### config.mk
export PLATFORM = sky130hd
export DESIGN_NAME = cpu_interrupt_sequencer
export DESIGN_NICKNAME = d
export VERILOG_FILES = /design/src/core/irq_seq_pkg.sv /design/src/core/flag_hold.sv /design/src/core/ret_stack.sv /design/src/core/cpu_interrupt_sequencer.sv
export SDC_FILE = /design/constraint.sdc
export NUM_CORES = 1
export LEC_CHECK = 0
export BUFFER_PORTS_ARGS = -buffer_cell sky130_fd_sc_hd__buf_2
export CAP_MARGIN = 40
export CELL_PAD_IN_SITES_DETAIL_PLACEMENT = 1
export CELL_PAD_IN_SITES_GLOBAL_PLACEMENT = 1
export CORE_ASPECT_RATIO = 2
export CORE_MARGIN = 5
export CORE_UTILIZATION = 40
export DETAILED_ROUTE_END_ITERATION = 10
export PLACE_DENSITY_LB_ADDON = 0.1
export SYNTH_ARGS = -nofsm -noshare
export SYNTH_HDL_FRONTEND = slang
export SYNTH_SLANG_ARGS = --single-unit
### constraint.sdc
create_clock -name mclk -period 7.05 [get_ports mclk]
set_input_delay 0.3525 -clock mclk [delete_from_list [all_inputs] [get_ports mclk]]
set_output_delay 0.3525 -clock mclk [all_outputs]
set_load 0.03 [all_outputs]
### src/core/irq_seq_pkg.sv
// Shared constants for the interrupt sequencer
package irq_seq_pkg;

  localparam int PC_W = 10;
  localparam int PROG_WORDS = 1024;
  localparam logic [PC_W-1:0] VECTOR_ADDR = 10'h3FF;
  localparam logic [PC_W-1:0] PC_RESET = 10'h000;
  localparam logic [PC_W-1:0] PC_STEP = 10'h001;
  localparam logic IE_RESET = 1'b0;
  localparam logic FLAG_RESET = 1'b0;

  localparam int STACK_DEPTH = 31;
  localparam int SP_W = 5;
  localparam logic [SP_W-1:0] SP_RESET = 5'h00;
  localparam logic [SP_W-1:0] SP_LAST = 5'h1E;
  localparam logic [SP_W-1:0] SP_STEP = 5'h01;

  localparam int CLK_PERIOD_NS = 20;
  localparam int INSTR_TIME_NS = 40;
  localparam int INSTR_CYCLES = INSTR_TIME_NS / CLK_PERIOD_NS;

  typedef enum logic [1:0] {
    PH_FETCH = 2'b01,
    PH_EXEC = 2'b10
  } phase_t;

endpackage

### src/core/flag_hold.sv
// Loadable holding register for saved flags
`timescale 1ns/10ps
module flag_hold
  import irq_seq_pkg::*;
#(
  parameter int W = 2
) (
  input wire logic mclk,
  input wire logic sys_rst,
  input wire logic load,
  input wire logic [W-1:0] d,
  output logic [W-1:0] q
);

  always_ff @(posedge mclk) begin
    if (sys_rst) begin
      q <= '0;
    end else if (load) begin
      q <= d;
    end
  end

endmodule

### src/core/ret_stack.sv
// Cyclic call/return stack with registered top-of-stack read
`timescale 1ns/10ps
module ret_stack
  import irq_seq_pkg::*;
(
  input wire logic mclk,
  input wire logic sys_rst,
  input wire logic push,
  input wire logic pop,
  input wire logic [PC_W-1:0] push_data,
  output logic [PC_W-1:0] top_q,
  output logic [SP_W-1:0] sp_q
);

  logic [PC_W-1:0] mem [STACK_DEPTH];
  logic [SP_W-1:0] top_idx;

  // Wraps at the last slot, so push 32 lands on the oldest entry
  function automatic logic [SP_W-1:0] sp_inc(input logic [SP_W-1:0] p);
    return (p == SP_LAST) ? SP_RESET : p + SP_STEP;
  endfunction

  function automatic logic [SP_W-1:0] sp_dec(input logic [SP_W-1:0] p);
    return (p == SP_RESET) ? SP_LAST : p - SP_STEP;
  endfunction

  assign top_idx = sp_dec(sp_q);

  always_ff @(posedge mclk) begin
    if (sys_rst) begin
      sp_q <= SP_RESET;
    end else if (push) begin
      sp_q <= sp_inc(sp_q);
    end else if (pop) begin
      sp_q <= sp_dec(sp_q);
    end
  end

  always_ff @(posedge mclk) begin
    if (push) begin
      mem[sp_q] <= push_data;
    end
  end

  // Memory has no reset; the top read settles one cycle after a change
  always_ff @(posedge mclk) begin
    top_q <= mem[top_idx];
  end

endmodule

### src/core/cpu_interrupt_sequencer.sv
// Interrupt acceptance, program counter and return sequencing
//
// Overview of operation
// - Interrupt enable is clear after reset; nothing taken until enabled.
// - Enable instruction sets interrupt enable; disable instruction clears.
// - Accepting an interrupt clears interrupt enable automatically.
// - Return from interrupt sets or clears enable as its option bit says.
// - Entry pushes program counter and saves carry and zero flags.
// - Entry loads program counter with last location, 3FF.
// - Instruction fetched at entry is abandoned; its address is saved.
// - Saved flags are those of the last fully completed instruction.
// - Return restores flags and resumes at the saved address.
// - Every slot, entry included, is two cycles; request sampled once.
// - Ten-bit program counter spans 1024 words; vector at the top.
// - Return stack is cyclic with 31 entries; push 32 overwrites oldest.
`timescale 1ns/10ps
module cpu_interrupt_sequencer
  import irq_seq_pkg::*;
(
  input wire logic mclk,
  input wire logic sys_rst,
  input wire logic irq_req,
  input wire logic op_int_enable,
  input wire logic op_int_disable,
  input wire logic op_return_from_interrupt,
  input wire logic reti_enable_sel,
  input wire logic op_call,
  input wire logic op_return,
  input wire logic op_jump,
  input wire logic branch_cond_ok,
  input wire logic [PC_W-1:0] branch_target,
  input wire logic flag_write,
  input wire logic carry_next,
  input wire logic zero_next,
  output logic [PC_W-1:0] prog_addr,
  output logic exec_cycle,
  output logic instr_commit,
  output logic int_entry,
  output logic int_enable,
  output logic carry_flag,
  output logic zero_flag
);

  phase_t phase_q;
  logic take_q;
  logic ie_q;
  logic [PC_W-1:0] pc_q;
  logic [PC_W-1:0] pc_d;
  logic carry_q;
  logic zero_q;
  logic [1:0] saved_flags;
  logic [PC_W-1:0] stack_top;
  logic [SP_W-1:0] stack_sp;
  logic is_exec;
  logic commit;
  logic entry;
  logic do_reti;
  logic do_call;
  logic do_ret;
  logic do_jump;

  assign is_exec = (phase_q == PH_EXEC);
  assign entry = is_exec && take_q;
  // Abandoned slot: decoded instruction has no effect
  assign commit = is_exec && !take_q;
  assign do_reti = commit && op_return_from_interrupt;
  assign do_call = commit && op_call && branch_cond_ok;
  assign do_ret = commit && op_return && branch_cond_ok;
  assign do_jump = commit && op_jump && branch_cond_ok;

  assign prog_addr = pc_q;
  assign exec_cycle = is_exec;
  assign instr_commit = commit;
  assign int_entry = entry;
  assign int_enable = ie_q;
  assign carry_flag = carry_q;
  assign zero_flag = zero_q;

  // Fixed two-cycle slot, never stretched
  always_ff @(posedge mclk) begin
    if (sys_rst) begin
      phase_q <= PH_FETCH;
    end else begin
      case (phase_q)
        PH_FETCH: phase_q <= PH_EXEC;
        PH_EXEC: phase_q <= PH_FETCH;
        default: phase_q <= PH_FETCH;
      endcase
    end
  end

  // Request seen only on the fetch-cycle edge; a one-cycle pulse
  // elsewhere is missed, which is why the source must hold it
  always_ff @(posedge mclk) begin
    if (sys_rst) begin
      take_q <= 1'b0;
    end else if (phase_q == PH_FETCH) begin
      take_q <= irq_req && ie_q;
    end else begin
      take_q <= 1'b0;
    end
  end

  // Enable cleared at the entry edge, so next sample sees it low
  always_ff @(posedge mclk) begin
    if (sys_rst) begin
      ie_q <= IE_RESET;
    end else if (entry) begin
      ie_q <= 1'b0;
    end else if (do_reti) begin
      ie_q <= reti_enable_sel;
    end else if (commit && op_int_enable) begin
      ie_q <= 1'b1;
    end else if (commit && op_int_disable) begin
      ie_q <= 1'b0;
    end
  end

  always_comb begin
    pc_d = pc_q;
    if (entry) begin
      pc_d = VECTOR_ADDR;
    end else if (do_reti) begin
      pc_d = stack_top;
    end else if (do_ret) begin
      pc_d = stack_top + PC_STEP;
    end else if (do_call || do_jump) begin
      pc_d = branch_target;
    end else if (commit) begin
      pc_d = pc_q + PC_STEP;
    end
  end

  always_ff @(posedge mclk) begin
    if (sys_rst) begin
      pc_q <= PC_RESET;
    end else begin
      pc_q <= pc_d;
    end
  end

  // Flags only change when an instruction really completes
  always_ff @(posedge mclk) begin
    if (sys_rst) begin
      carry_q <= FLAG_RESET;
      zero_q <= FLAG_RESET;
    end else if (do_reti) begin
      carry_q <= saved_flags[1];
      zero_q <= saved_flags[0];
    end else if (commit && flag_write) begin
      carry_q <= carry_next;
      zero_q <= zero_next;
    end
  end

  // Current flags at entry belong to the last completed instruction
  flag_hold #(
    .W(2)
  ) u_flag_save (
    .mclk(mclk),
    .sys_rst(sys_rst),
    .load(entry),
    .d({carry_q, zero_q}),
    .q(saved_flags)
  );

  // Entry pushes the abandoned address, so the return reruns it
  ret_stack u_stack (
    .mclk(mclk),
    .sys_rst(sys_rst),
    .push(entry || do_call),
    .pop(do_reti || do_ret),
    .push_data(pc_q),
    .top_q(stack_top),
    .sp_q(stack_sp)
  );
endmodule

# ---- After elaboration in Yosys (flattened, before gate mapping)
# Memory sizes are Yosys's and may differ from the RTL's. A register that Yosys moved wholly into a read port is not among the register bits.
# Cells that the tools add are included.
dict set report totals {
  register_bits 23
  ram_bits 310
  in_bits 24
  out_inout_bits 16
  elab_cells 60
  memories 1
}
# name depth width rd rd_ports_with_merged_regs write_ports line
set mem_list {}
lappend mem_list {u_stack.mem 31 10 1 1 1 ret_stack.sv:15} ;# logic [PC_W-1:0] mem [STACK_DEPTH];
dict set report classes {
  add_sub_neg 4
  eq_ne 3
  muxes 19
  n_bitwise 1
  reduce_logical 24
}
# op count
set op_table {}
lappend op_table {{two-way mux 10 bit} 5}
lappend op_table {{adder 10 x 1 -> 10 bit (second input constant)} 2}
lappend op_table {{two-way mux 5 bit} 4}
lappend op_table {{logical AND 1 bit} 13}
lappend op_table {{two-way mux 1 bit} 9}
lappend op_table {{adder 5 x 1 -> 5 bit (second input constant)} 1}
lappend op_table {{== test 5 bit (second input constant)} 1}
lappend op_table {{zero test 5 bit} 1}
lappend op_table {{nonzero test 5 bit} 1}
lappend op_table {{subtractor 5 x 1 -> 5 bit (second input constant)} 1}
lappend op_table {{nonzero test 2 bit} 2}
lappend op_table {{OR reduction 2 bit} 2}
lappend op_table {{logical OR 1 bit} 3}
lappend op_table {{nonzero test 3 bit} 1}
lappend op_table {{== test 2 x 1 -> 1 bit (second input constant)} 1}
lappend op_table {{== test 2 bit (second input constant)} 1}
lappend op_table {{two-way mux 2 bit} 1}
lappend op_table {{zero test 1 bit} 1}
lappend op_table {{NOT 1 bit} 1}

# ---- Logic depth before layout (Yosys ltp)
# Gate-level depths: netlist (run 1).
dict set report logic_depth {
  word_depth 9
  mapped_depth 11
  ltp_nobuf 8
}

# ---- By module
# A second synthesis (run 1) with hierarchy kept.
dict set report unflattened {
  hier_cells 845
  area_unflattened_um2 13958.4
}
# mod n_inst cells_per_inst area_each_um2 seq_area_each_um2
set by_module_without_submodules {}
lappend by_module_without_submodules {ret_stack 1 683 12705.9 9609.2}
lappend by_module_without_submodules {cpu_interrupt_sequencer 1 156 1184.9 320.3}
lappend by_module_without_submodules {flag_hold 1 6 67.6 40.0}

# ---- Worst setup path after synthesis (run 1)
# No wires, ideal clock.
dict set report synth_path {
  path_kind {reg-to-reg}
  from {register u_stack.sp_q[0]}
  to {register u_stack.top_q[0] (read register of u_stack.mem)}
  setup_time_ns 0.128
  arrival_time_ns 2.289
  t_required_ns 6.922
  setup_slack_ns 4.633
  path_stages_with_launch 11
  synth_period_minus_slack_ns 2.417
  path_cell_list {dfxtp_1 > inv_1 > ha_1 > nor2b_2 > a21oi_2 > buf_6 > buf_6 > mux4_2 > mux2_2 > nand2_1 > a2bb2oi_1}
}
dict set report synth_between {
  elab_chain_cells 2
  elab_cells_between_ends 3
}
# item line
set synth_rtl {}
lappend synth_rtl {{start: declaration} ret_stack.sv:12} ;# output logic [SP_W-1:0] sp_q
lappend synth_rtl {{start signal: assignment} ret_stack.sv:33} ;# sp_q <= sp_inc(sp_q);
lappend synth_rtl {{start signal: assignment} ret_stack.sv:35} ;# sp_q <= sp_dec(sp_q);
lappend synth_rtl {{subtractor 5 x 1 -> 5 bit or zero test 5 bit (tied branches)} ret_stack.sv:24} ;# return (p == SP_RESET) ? SP_LAST : p - SP_STEP;
lappend synth_rtl {{two-way mux 5 bit (*)} ret_stack.sv:24}
lappend synth_rtl {{end: declaration} ret_stack.sv:11} ;# output logic [PC_W-1:0] top_q,
# Every way passes the cells marked *; elsewhere a longest branch is shown, timed or not.
# A chain may end at the register's enable or synchronous reset.

# ---- Worst setup path after layout (run 1)
dict set report layout_path {
  from {register u_stack.sp_q[0]}
  to {register u_stack.top_q[8] (read register of u_stack.mem)}
}
# Same word-level chain as after synthesis.

==> results of run 1 <==
==> worst max-delay path by stage <==
stage,start,to,cells after the start
floorplan,u_stack.sp_q[0]$_SDFFE_PP0P_,u_stack.top_q[0]$_DFF_P_,10
global placement,u_stack.sp_q[0]$_SDFFE_PP0P_,u_stack.top_q[6]$_DFF_P_,9
detailed placement,u_stack.sp_q[0]$_SDFFE_PP0P_,u_stack.top_q[6]$_DFF_P_,9
CTS,u_stack.sp_q[0]$_SDFFE_PP0P_,u_stack.top_q[6]$_DFF_P_,9
global route,u_stack.sp_q[0]$_SDFFE_PP0P_,u_stack.top_q[6]$_DFF_P_,9
finish,u_stack.sp_q[0]$_SDFFE_PP0P_,u_stack.top_q[8]$_DFF_P_,9
==> cell families (layout without fill, tap and decap cells) <==
group / count (synthesis) / after routing / share of synthesized area, %
flops: 343 / 343 / 71.4
compound gates: 103 / 103 / 5.32
mux: 82 / 82 / 12.3
buf+inv: 53 / 153 / 2.11
simple gates: 230 / 230 / 7.33
xor+xnor: 15 / 15 / 0.941
fa+ha+maj: 7 / 7 / 0.627
==> worst max-delay path, cell delays in order, from the launching register on <==
cell	delay, ps
dfxtp_1	570
inv_1	210
ha_4	220
nor2b_2	180
a21oi_4	700
buf_12	490
nand2_1	120
a311o_1	400
a21oi_1	480
a2bb2oi_1	220
==> flip-flops by register name, summed over array words and instances, names as in the netlist <==
register	count
u_stack.mem	310
prog_addr	10
u_stack.top_q	10
u_stack.sp_q	5
phase_q	2
u_flag_save.q	2
carry_flag	1
int_enable	1
take_q	1
zero_flag	1
==> synth_stat cells (4+ instances only) <==
| master | count |
|---|---|
| a311o_1 | 10 |
| a2111oi_0 | 5 |
| buf_6 | 8 |
| a21oi_1 | 26 |
| mux2_2 | 11 |
| nand3_1 | 46 |
| buf_2 | 5 |
| edfxtp_1 | 310 |
| xnor2_1 | 4 |
| ha_1 | 7 |
| a211oi_1 | 6 |
| inv_1 | 7 |
| dfxtp_1 | 33 |
| a221oi_1 | 10 |
| nand4_1 | 5 |
| o21ai_0 | 11 |
| and3_1 | 6 |
| nor2_1 | 79 |
| nand2_1 | 73 |
| a21o_1 | 4 |
| clkbuf_1 | 21 |
| xor2_1 | 11 |
| buf_4 | 7 |
| buf_1 | 4 |
| mux4_2 | 70 |
| a2bb2oi_1 | 10 |
==> placed cells by master, fill, tap and decap left out, types with 26 or more instances in the layout <==
cell type,count
edfxtp_1,310
nor2_1,79
nand2_1,73
mux4_2,70
nand3_1,46
buf_4,44
buf_2,39
dfxtp_1,33
clkbuf_16,32
a21oi_1,26
==> power by group through the flow <==
| stage | combinational, W | sequential (W) | clock, W |
|---|---|---|---|
| after global routing | 0.000538 | 0.00229 | 0.00184 |
| after floorplan | 0.000334 | 0.00234 | 0 |
| after detailed placement | 0.000510 | 0.00233 | 0 |
| after CTS | 0.000513 | 0.00229 | 0.00175 |
| final | 0.000500 | 0.00229 | 0.00171 |
| after global placement | 0.000498 | 0.00233 | 0 |
==> routing by layer <==
layer | routed length (µm) | GRT usage (%) | part of all wire [%] | vias to the layer above
li1 | - | - | - | 3440
met4 | 1430 | 7.74 | 3.8 | 0
met3 | 1020 | 1.87 | 2.7 | 61
met2 | 21100 | 36.9 | 56 | 147
met5 | 0 | 0 | 0 | -
met1 | 14300 | 22.8 | 38 | 4194
==> per-stage QoR <==
step / hold slack, ps / std cells
2_1_floorplan: 437 / 833
5_1_grt: 54.9 / 1374
6_report: 68.6 / 1374
3_3_place_gp: 455 / 1291
4_1_cts: 38.1 / 1374
3_5_place_dp: 471 / 1315
==> final cells by class <==
cell class	instances	area (µm²)	share of cell area, %
sequential	343	9970	62.7
multi-input combinational	437	3730	23.4
clock buffer	41	875	5.50
timing repair buffer	87	587	3.69
tap	441	552	3.47
clock inverter	17	160	1.01
inverter	8	32.5	0.205
==> what timing repair did <==
item,CTS,global route
setup endpoints to repair,0,0
resized for setup,0,0
hold buffers,1,0
hold endpoints to repair,1,0
==> results.toml, run 1 <==
[yosys]
synth_ff_type = "edfxtp_1"
yosys.area.top_type_share_pct = 66.7
postSynthAreaPerCell_um2 = 16.8
synth.distinct_cells = 52
synth_top_cell_by_area = "edfxtp_1"
synth-seq-cells = 343
synth_area_um2 = 14000
synth_cells = 833
yosysSeqAreaShare_pct = 71.4
syn_nets = 864
synth-edff-count = 310
yosys_warnings = 0
synth_area_leaders = "edfxtp_1 67%, mux4_2 11%, dfxtp_1 4.7%, nor2_1 2.1%, nand2_1 2.0%"
ys_async_sr_fraction_pct = 0

[cells_and_area]
design_area_um2 = 15900
diodes = 0
syn2layout_area_growth_pct = 13.9
num-nets-final = 939
layout-drive-gt1-share_pct = 24.3
final_core_util_pct = 46.1
num-fill-cells = 3338

[power_and_ir_drop]
vdd_drop_max_mv = 0.182
p_leak_nw = 5.18
power.density_nw_per_um2 = 283
internal-power_w = 0.00340
p_clk_share_pct = 38.0
p_switching_w = 0.00110
combPwrFrac_pct = 11.1
switching_share_pct = 24.4
finalPower_w = 0.00450
p_seq_share_pct = 50.9

[sta]
tightest_slew_ps = 861
post-route-period-util_pct = 53.4
max_freq_mhz = 266
timing.final.ws_setup_ps = 3290
rsz0062_at_grt = "no"
setup_tns_ps = 0
finalClockSkew_ps = 12.6
max-slew-margin-rel_pct = 42.4
setup_viol = 0
fin_crit_ps = 3760
hold_viol_final = 0
drv_slew = 0

[worst_hold_path]
min_to = "carry_flag$_SDFFE_PP0P_"
hp-class = "input pin to flip-flop"
hold_depth = 3
min_from = "carry_next"

[die]
die_area_um2 = 39000
fp.dieH_um = 274
fp.coreArea_um2 = 34500
die_w_um = 142
start_util_pct = 40.5
placementRows = 96
boundaryPins = 40

[detailed_routing]
drt_iter0_markers = 473
detail-route-antenna-nets = 0
post-route-drc-count = 0
routedWlPerCell_um = 27.5
vias = 7842
dr.pass1.iters = 4
vias_per_cell = 5.71
wl_mm = 37.8

[setup_path]
r2r.worst_path.cells = 9
worstPathRequired_ps = 7560
critPathMaxFanout = 66
critPathArrivalTime_ps = 4270
end_kind = "flip-flop"
r2r-start = "u_stack.sp_q[0]$_SDFFE_PP0P_"
worstReg2RegEnd = "u_stack.top_q[8]$_DFF_P_"
worstSetupStartpointType = "flip-flop"
reg2reg_slack_ps = 3290
critPathKind = "flip-flop to flip-flop"

[cts]
clockBufferDepth = 3
cts_tree = "done"
cts_sinks = 343
htree_levels = 1
cts_root_buf = "clkbuf_16"
cts_buffers = 31
clkLatencyLatePin_ps = 580
clk_pin_slew_worst_paths_ps = 70
cts_setup_buffers = 0

[grt]
track_usage_pct = 19.7
grt_pass1_wl_mm = 57.1
antenna_found_initial = 1
grt_pass1_vias = 8797
grt_max_degree = 67
gr-total-overflow = 0

[run_status]
status = "completed"

[place]
place_ws_ps = 3220
io_buffers = 39
dp_hpwl_mm = 25.0
postPlaceCellArea_um2 = 14900
gp_congestion = 0.850

[job]
max_cap_violations = 0
(Power assumes the default switching activity.)
==> inputs of run 2 (changes only) <==
==> constraint.sdc (replaced) <==
create_clock -name mclk -period 3.2 [get_ports mclk]
set_input_delay 0.16 -clock mclk [delete_from_list [all_inputs] [get_ports mclk]]
set_output_delay 0.16 -clock mclk [all_outputs]
set_load 0.03 [all_outputs]
==> results.toml, run 2 (synthesis gave the netlist of run 1 again) <==
[cts]
clkLatencyLatePin_ps = 590
cts_tree = "done"
clockBufferDepth = 3
clk_pin_slew_worst_paths_ps = 70
cts_resized = 0
cts_root_buf = "clkbuf_16"
cts_buffers = 30
cts_sinks = 343
htree_levels = 1

[cells_and_area]
diodes = 0
largest_reg_flops = 310
layout-drive-gt1-share_pct = 25.9
regMostFlops = "u_stack.mem"
syn2layout_area_growth_pct = 16.1
final_cell_mix = "310 x edfxtp_1, 79 x nor2_1, 73 x nand2_1"
final_common_cell = "edfxtp_1"
num-nets-final = 971

[setup_path]
slowest_stage = "a21oi_1"
crit_buf_inv = 2
path_delay_family = "compound AO/OA/AOI/OAI gates"
r2r.worst_path.cells = 9
critPathMaxFanout = 44
worstPathRequired_ps = 3690
worstSetupStartpointType = "flip-flop"
critPathKind = "flip-flop to flip-flop"
crit_cells = 9
critPathMaxStageDelay_ps = 580
end_kind = "flip-flop"
critPathArrivalTime_ps = 3480
worstPathCellList = "inv_1, ha_4, nor2b_2, a21oi_4, buf_12, nand2_1, a311o_1, a21oi_1, a2bb2oi_1"

[detailed_routing]
vias_per_cell = 5.67
dr.pass1.iters = 5
drt_iter0_markers = 491
routedWlPerCell_um = 27.7
vias = 7965
wl_mm = 38.9
detail-route-antenna-nets = 0
post-route-drc-count = 0

[power_and_ir_drop]
finalPower_w = 0.0101
p_switching_w = 0.00243
p_leak_nw = 5.36
internal-power_w = 0.00765
power.density_nw_per_um2 = 622
vdd_drop_max_mv = 0.435
p_clk_share_pct = 38.4
p_seq_share_pct = 50.0
switching_share_pct = 24.1
combPwrFrac_pct = 11.6

[place]
gp_congestion = 0.873
io_buffers = 39
dp_hpwl_mm = 26.4

[sta]
setup_viol = 0
fin_crit_ps = 2990
hold_viol_final = 0
finalClockSkew_ps = 29.2
tightest_slew_ps = 951
post-route-period-util_pct = 93.5
max_freq_mhz = 334
setup_tns_ps = 0
max-slew-margin-rel_pct = 36.4
drv_slew = 0
rsz0062_at_grt = "no"

[job]
max_cap_violations = 0

[worst_hold_path]
hp-class = "input pin to flip-flop"
hold_depth = 5

[die]
die_w_um = 142
start_util_pct = 40.5
fp.coreArea_um2 = 34500
placementRows = 96
boundaryPins = 40
fp.dieH_um = 274
die_area_um2 = 39000

[grt]
grt_max_degree = 58
gr-total-overflow = 0
track_usage_pct = 20.2
grt_pass1_wl_mm = 57.7
grt_pass1_vias = 8823
antenna_found_initial = 0

[run_status]
status = "completed"
[run 2: worst reg2reg max path, delay by kind of cell (launching register included)]
| family | cells | cell delay (ps) |
|---|---|---|
| AO/OA/AOI/OAI | 4 | 1450 |
| AND/OR/NAND/NOR | 2 | 300 |
| buffers and inverters | 2 | 510 |
| adder cells (fa/ha/maj) | 1 | 200 |
| flip-flops | 1 | 440 |
[run 2: final cells by class]
cell class              instances  area (µm²)
well taps                     441         552
fillers                      3339       18300
inverters                       8        32.5
flip-flops and latches        343        9970
clock buffers                  32         758
multi-input cells             437        3730
clock inverters                24         293
repair buffers                120         871
[run 2: power by group through the flow]
stage	Combinational (W)	Clock, W	Sequential, W
6_report	0.00117	0.00387	0.00504
5_1_grt	0.00125	0.00416	0.00505
4_1_cts	0.00120	0.00397	0.00504
3_5_place_dp	0.00118	0	0.00514
3_3_place_gp	0.00115	0	0.00514
2_1_floorplan	0.000737	0	0.00515
[run 2: through the flow]
stage / setup WS [ps] / util (%) / hold WS, ps / area, µm² / std cells
CTS: 167 / 47.0 / 1.29 / 16200 / 1405
detailed placement: 197 / 43.7 / 439 / 15100 / 1340
finish: 207 / 47.0 / 30.1 / 16200 / 1405
global route: 47.3 / 47.0 / 28.5 / 16200 / 1405
global placement: 327 / 43.6 / 432 / 15000 / 1339
floorplan: 783 / - / 313 / 14000 / 833
[run 2: final timing paths]
check	from	to	slack [ps]
max	u_stack.sp_q[1]$_SDFFE_PP0P_	u_stack.top_q[5]$_DFF_P_	210
min	branch_target[0]	prog_addr[0]$_SDFFE_PP0P_	30
max reg2reg	u_stack.sp_q[1]$_SDFFE_PP0P_	u_stack.top_q[5]$_DFF_P_	210
min reg2reg	u_flag_save.q[1]$_SDFFE_PP0P_	u_flag_save.q[1]$_SDFFE_PP0P_	460
[run 2: timing repair]
item                                    in CTS  in global routing
hold endpoints to repair                     7                  0
setup buffers                                0                  0
endpoints found under the setup margin       0                  0
hold buffers                                 9                  0
[run 2: per-layer routing]
metal / routed length, µm / vias up / global-route usage, %
met5: 0 / - / 0
met4: 2010 / 0 / 9.61
met3: 1050 / 76 / 2.04
met2: 21800 / 167 / 38.1
met1: 14100 / 4217 / 22.2
li1: - / 3505 / -
